### src/pkg/pufs_defines.vh
// Constants for the power-up fuse sequencer device-side configuration gate
// Overview of operation
// - SPI active configuration starts on reset rise
// - JTAG lock allows only ID, status, bypass
// - Failed signature halts, never user mode
// - Encrypted bitstream decrypted with 256-bit fuse key
// - Public key hash checked against fuse hash
// - Security enabled rejects compressed bitstreams
`ifndef PUFS_DEFINES_VH
`define PUFS_DEFINES_VH

// ****************************************
// Widths
// ****************************************
`define PUFS_KEY_W 256
`define PUFS_HASH_W 256
`define PUFS_INSTR_W 8
`define PUFS_ERR_W 3

// ****************************************
// JTAG instructions kept open after lock
// ****************************************
`define PUFS_INSTR_IDCODE 8'h01
`define PUFS_INSTR_STATUS 8'h02
`define PUFS_INSTR_BYPASS 8'hFF

// ****************************************
// Error codes
// ****************************************
`define PUFS_ERR_NONE 3'h0
`define PUFS_ERR_COMPRESSED 3'h1
`define PUFS_ERR_SIGNATURE 3'h2
`define PUFS_ERR_KEY_HASH 3'h3

`endif

### src/core/pufs_config_gate.v
// Device-side configuration start and security gate
`timescale 1ns/1ps
`default_nettype none
`include "pufs_defines.vh"
module pufs_config_gate (
  input wire sys_clk,
  input wire srst,
  input wire config_reset_n,
  input wire spi_active_mode,
  input wire ext_config_start,
  input wire fuse_jtag_lock,
  input wire fuse_encrypt_en,
  input wire fuse_auth_en,
  input wire [`PUFS_KEY_W-1:0] fuse_aes_key,
  input wire [`PUFS_HASH_W-1:0] fuse_pubkey_hash,
  input wire jtag_instr_valid,
  input wire [`PUFS_INSTR_W-1:0] jtag_instr,
  output wire jtag_instr_accept,
  output wire jtag_instr_refused,
  input wire hdr_valid,
  input wire hdr_compressed,
  input wire load_done,
  input wire sig_done,
  input wire sig_ok,
  input wire [`PUFS_HASH_W-1:0] bit_pubkey_hash,
  output reg flash_load_start,
  output reg decrypt_en,
  output reg [`PUFS_KEY_W-1:0] decrypt_key,
  output reg sig_check_en,
  output reg user_mode,
  output reg config_halted,
  output reg [`PUFS_ERR_W-1:0] config_error
);

// ****************************************
// States
// ****************************************
localparam [2:0] ST_RESET = 3'h0;
localparam [2:0] ST_READY = 3'h1;
localparam [2:0] ST_HEADER = 3'h2;
localparam [2:0] ST_LOAD = 3'h3;
localparam [2:0] ST_VERIFY = 3'h4;
localparam [2:0] ST_USER = 3'h5;
localparam [2:0] ST_HALT = 3'h6;

// ****************************************
// Pin synchronisers
// ****************************************
wire creset_sync;
wire spi_mode_sync;

pufs_sync2 u_sync_creset (
  .sys_clk(sys_clk),
  .srst(srst),
  .rst_value(1'b0),
  .async_in(config_reset_n),
  .sync_out(creset_sync)
);

pufs_sync2 u_sync_mode (
  .sys_clk(sys_clk),
  .srst(srst),
  .rst_value(1'b0),
  .async_in(spi_active_mode),
  .sync_out(spi_mode_sync)
);

// ****************************************
// JTAG lock filter
// ****************************************
function instr_allowed_when_locked;
  input [`PUFS_INSTR_W-1:0] instr;
  begin
    instr_allowed_when_locked = (instr == `PUFS_INSTR_IDCODE) ||
      (instr == `PUFS_INSTR_STATUS) || (instr == `PUFS_INSTR_BYPASS);
  end
endfunction

wire instr_ok;
assign instr_ok = !fuse_jtag_lock || instr_allowed_when_locked(jtag_instr);
assign jtag_instr_accept = jtag_instr_valid && instr_ok;
assign jtag_instr_refused = jtag_instr_valid && !instr_ok;

// ****************************************
// Configuration sequence
// ****************************************
reg [2:0] state_reg;
reg [2:0] state_next;
reg creset_prev_reg;
reg [`PUFS_ERR_W-1:0] err_next;
wire security_on;
wire creset_rise;
wire key_hash_match;

assign security_on = fuse_encrypt_en || fuse_auth_en;
assign creset_rise = creset_sync && !creset_prev_reg;
assign key_hash_match = (bit_pubkey_hash == fuse_pubkey_hash);

always @* begin
  state_next = state_reg;
  err_next = config_error;
  case (state_reg)
    ST_RESET: begin
      err_next = `PUFS_ERR_NONE;
      if (creset_rise && spi_mode_sync) begin
        state_next = ST_HEADER;
      end else if (creset_sync) begin
        state_next = ST_READY;
      end
    end
    ST_READY: begin
      if (ext_config_start) begin
        state_next = ST_HEADER;
      end
    end
    ST_HEADER: begin
      if (hdr_valid) begin
        if (security_on && hdr_compressed) begin
          state_next = ST_HALT;
          err_next = `PUFS_ERR_COMPRESSED;
        end else begin
          state_next = ST_LOAD;
        end
      end
    end
    ST_LOAD: begin
      if (load_done) begin
        state_next = fuse_auth_en ? ST_VERIFY : ST_USER;
      end
    end
    ST_VERIFY: begin
      if (sig_done) begin
        if (!key_hash_match) begin
          state_next = ST_HALT;
          err_next = `PUFS_ERR_KEY_HASH;
        end else if (!sig_ok) begin
          state_next = ST_HALT;
          err_next = `PUFS_ERR_SIGNATURE;
        end else begin
          state_next = ST_USER;
        end
      end
    end
    ST_USER: begin
      state_next = ST_USER;
    end
    ST_HALT: begin
      state_next = ST_HALT;
    end
    default: begin
      state_next = ST_RESET;
    end
  endcase
  if (!creset_sync) begin
    state_next = ST_RESET;
  end
end

// ****************************************
// State registers
// ****************************************
always @(posedge sys_clk) begin
  if (srst) begin
    state_reg <= ST_RESET;
    creset_prev_reg <= 1'b0;
  end else begin
    state_reg <= state_next;
    creset_prev_reg <= creset_sync;
  end
end

// ****************************************
// Error code
// ****************************************
always @(posedge sys_clk) begin
  if (srst) begin
    config_error <= `PUFS_ERR_NONE;
  end else begin
    config_error <= err_next;
  end
end

// ****************************************
// Flash load start pulse
// ****************************************
always @(posedge sys_clk) begin
  if (srst) begin
    flash_load_start <= 1'b0;
  end else begin
    flash_load_start <= (state_reg == ST_RESET) && (state_next == ST_HEADER) && spi_mode_sync;
  end
end

// ****************************************
// Decryption controls
// ****************************************
always @(posedge sys_clk) begin
  if (srst) begin
    decrypt_en <= 1'b0;
    decrypt_key <= {`PUFS_KEY_W{1'b0}};
  end else begin
    decrypt_en <= fuse_encrypt_en && (state_next == ST_LOAD);
    decrypt_key <= fuse_encrypt_en ? fuse_aes_key : {`PUFS_KEY_W{1'b0}};
  end
end

// ****************************************
// Signature check enable
// ****************************************
always @(posedge sys_clk) begin
  if (srst) begin
    sig_check_en <= 1'b0;
  end else begin
    sig_check_en <= fuse_auth_en && ((state_next == ST_LOAD) || (state_next == ST_VERIFY));
  end
end

// ****************************************
// Status outputs
// ****************************************
always @(posedge sys_clk) begin
  if (srst) begin
    user_mode <= 1'b0;
    config_halted <= 1'b0;
  end else begin
    user_mode <= (state_next == ST_USER);
    config_halted <= (state_next == ST_HALT);
  end
end

endmodule // pufs_config_gate
`default_nettype wire

### src/core/pufs_sync2.v
// Two-stage synchroniser for pin inputs
`timescale 1ns/1ps
`default_nettype none
module pufs_sync2 (
  input wire sys_clk,
  input wire srst,
  input wire rst_value,
  input wire async_in,
  output reg sync_out
);

reg meta_reg;

always @(posedge sys_clk) begin
  if (srst) begin
    meta_reg <= rst_value;
    sync_out <= rst_value;
  end else begin
    meta_reg <= async_in;
    sync_out <= meta_reg;
  end
end

endmodule // pufs_sync2
`default_nettype wire

### config.mk
export PLATFORM = sky130hd
export DESIGN_NAME = pufs_config_gate
export DESIGN_NICKNAME = d
export VERILOG_FILES = /design/src/core/pufs_config_gate.v /design/src/core/pufs_sync2.v
export VERILOG_INCLUDE_DIRS = /design/src /design/src/pkg
export SDC_FILE = /design/constraint.sdc
export NUM_CORES = 1
export LEC_CHECK = 0
export ABC_AREA = 1
export CAP_MARGIN = 20
export CORE_AREA = 2 2 413 415
export CTS_CLUSTER_DIAMETER = 50
export DETAILED_ROUTE_END_ITERATION = 12
export DIE_AREA = 0 0 415 417
export DONT_BUFFER_PORTS = 1
export GPL_ROUTABILITY_DRIVEN = 0
export PLACE_DENSITY_LB_ADDON = 0.08
export SLEW_MARGIN = 20
export SYNTH_ARGS = -nofsm -noshare
export SYNTH_HDL_FRONTEND = slang
export SYNTH_SLANG_ARGS = --single-unit
### constraint.sdc
create_clock -name sys_clk -period 3.2 [get_ports sys_clk]
set_clock_uncertainty 0.15 [all_clocks]
set_input_delay 0.48 -clock sys_clk [delete_from_list [all_inputs] [get_ports sys_clk]]
set_output_delay 0.48 -clock sys_clk [all_outputs]
set_load 0.02 [all_outputs]
==> results_dict.tcl <==
set metrics [dict create \
    status "complete, no violations" \
    period_minus_slack_ps 2382 \
    io_buffers 0 \
    htree_levels 2 \
    tns_ps 0 \
    ys_ff_latch 271 \
    powerDensity_nw_per_um2 550.0 \
    vias_per_cell 2.605 \
    grt_overflow 0 \
    antenna_found_initial 13 \
    cts_buffer_depth 3 \
    drt_wl_total_um 74080 \
    leakage_nw 9.291 \
    dieArea_um2 173100 \
    drv_cap 0 \
    hpwl_um 65370 \
    startpoint_type "primary input" \
    grt.total_usage 0.08095 \
    start_util 0.07173 \
    fin_nets 2916 \
    synth_top_area_cell "dfxtp_1" \
    drc 0 \
    crit_required_ps 3570 \
    fp.dieW_um 415 \
    synth_compound_area_frac 0.007660 \
    max_slew_margin 0.4944 \
    synth_area_um2 12090 \
    synth-warning-count 0 \
    critPathMaxStageDelay_ps 420 \
    yosysSeqAreaShare 0.4488 \
    hold_viol_final 0 \
    numCtsBuffers 51 \
    rsz0062_at_grt "no" \
    yosysMostFrequentCell "nor2_1" \
    end_kind "flip-flop" \
    path_cells "inv_1 > nand2_1 > nand2_1 > nor2_1 > nand2_1 > nor2_1 > nand2_1 > nor2_1 > nand2_1 > nor2_2 > nand3_2 > nand3_1 > nand2_1 > nor2_1 > nor2_1 > nor2_1" \
    grt_pass1_vias 11957 \
    rows 151 \
    wl_per_cell_um 16.87 \
    grt_pass1_wl_um 97190 \
    syn_inst 1834 \
    root_buffer "clkbuf_16" \
    slowest_stage "nor2_1" \
    synthMuxAreaShare 0 \
    dr.first_iter.drc_count 489 \
    syn-num-nets 2624 \
    first_pass_iters 5 \
    synth_top_area_frac 0.4488 \
    antenna_left 0 \
    area_growth_pct 60.12 \
    path_delay_family "simple AND/OR/NAND/NOR gates" \
    synth_common_cells "nor2_1, inv_1, nand2_1, dfxtp_1, xor2_1" \
    clock_latency_ps 580 \
    synth.avg_cell_area_um2 6.591 \
    ys_top_cells_by_area "dfxtp_1, nor2_1, inv_1, nand2_1, xor2_1" \
    synth_edf_count 0 \
    synthFlopType "dfxtp_1" \
    ios 1056 \
    critical_path_arrival_ps 2750 \
    worstSetupPathType "in -> reg" \
    drive_gt1_frac 0.04979 \
    setup_viol 0 \
    dieHeight_um 417 \
    core_um2 168500 \
    post_cts_buffers 0 \
    synth_top_family_by_area "simple AND/OR/NAND/NOR gates" \
    largest_reg_flops 256 \
    path_clk_slew_ps 40 \
    clock.fmax_mhz 419.8 \
    grt_max_degree 77 \
    synthXorXnorAreaFrac 0.1014 \
    slew_viol_final 0 \
    cts.sinks 271 \
    cts_tree "built" \
    hp-class "in -> reg" \
    critPathMaxFanout 3 \
    period_share 0.7444 \
    vias 11436 \
    finalPower_mw 10.65 \
    worst_pin_slew_ps 758.4 \
    crit_buf_inv 1 \
    synthAdderAreaFrac 0 \
    irDropWorstVdd_v 0.0003811 \
    ys_async_sr_fraction 0 \
    ys_types 26 \
    synthSimpleGateAreaFrac 0.2881 \
]
-- cells by family after synthesis --
| family | after synthesis |
|---|---|
| compound gates | 14 |
| buf+inv | 494 |
| xor+xnor | 140 |
| simple gates | 914 |
| flops | 271 |
| other cells | 1 |
-- path summary, 6_finish.rpt --
| path | startpoint | endpoint | slack, ps | cells after the start |
|---|---|---|---|---|
| worst max-delay path | bit_pubkey_hash[83] | sig_check_en | 820 | 16 |
| worst max register to register | state_reg[1] | config_halted | 1300 | 8 |
| worst min register to register | u_sync_creset.meta_reg | u_sync_creset.sync_out | 260 | 2 |
| worst min-delay path | load_done | state_reg[2] | 110 | 4 |
-- metrics by stage --
| stage | worst slack (ps) | hold WS (ps) | instance area [µm²] | util | std cells |
|---|---|---|---|---|---|
| 2_1_floorplan | 1340 | 238.3 | 12090 | - | 1834 |
| 5_1_grt | 445.8 | 61.78 | 19350 | 0.1148 | 4390 |
| 3_3_place_gp | -152.1 | 270.2 | 14840 | 0.08803 | 4029 |
| 4_1_cts | 503.8 | 26.30 | 19350 | 0.1148 | 4387 |
| 3_5_place_dp | -152.4 | 264.3 | 14840 | 0.08803 | 4029 |
| 6_report | 817.9 | 106.6 | 19350 | 0.1148 | 4390 |
-- tightest hold or removal path, delay by kind of cell --
kind	cells	cell delay, ps
AOI/OAI and AO/OA	1	80
and+or+nand+nor	2	120
buffers and inverters	1	90
-- where the power goes --
| group | switching [mW] | internal [mW] | leakage [nW] |
|---|---|---|---|
| clock network | 2.04 | 3.88 | 0.896 |
| registers | 0.262 | 3.51 | 2.22 |
| logic | 0.472 | 0.470 | 6.17 |
| total | 2.78 | 7.87 | 9.29 |
-- what timing repair did --
action	CTS	global route
resized for setup	0	0
hold endpoints to repair	270	0
hold buffers	262	0
-- metal layers --
| layer | vias to the layer above | track usage | wire (µm) |
|---|---|---|---|
| li1 | 5697 | - | - |
| met1 | 5112 | 0.07880 | 24960 |
| met3 | 84 | 0.02635 | 5927 |
| met2 | 543 | 0.1595 | 41280 |
| met4 | 0 | 0.02462 | 1911 |
| met5 | - | 0 | 0 |
-- cell usage in the layout, fill, tap and decap left out, types with 3 or more instances in the layout --
cell,instances
a21oi_1,4
buf_4,6
bufinv_16,10
clkbuf_1,5
clkbuf_16,52
clkbuf_8,3
clkinv_2,5
clkinv_4,6
clkinvlp_4,8
dfxtp_1,271
diode_2,3
dlygate4sd3_1,262
inv_1,462
inv_6,5
nand2_1,360
nand2_2,3
nand3_1,5
nor2_1,533
nor3_1,3
xor2_1,140
-- cell type report --
type,count,area [µm²]
fillers,19643,149200
flip-flops and latches,271,5425
multi-input cells,1069,4805
well taps,2218,2775
repair buffers,270,2708
inverters,463,1745
clock buffers,60,1361
clock inverters,36,528.0
diodes,3,7.507
No activity file was read; power rests on OpenSTA's default activity.
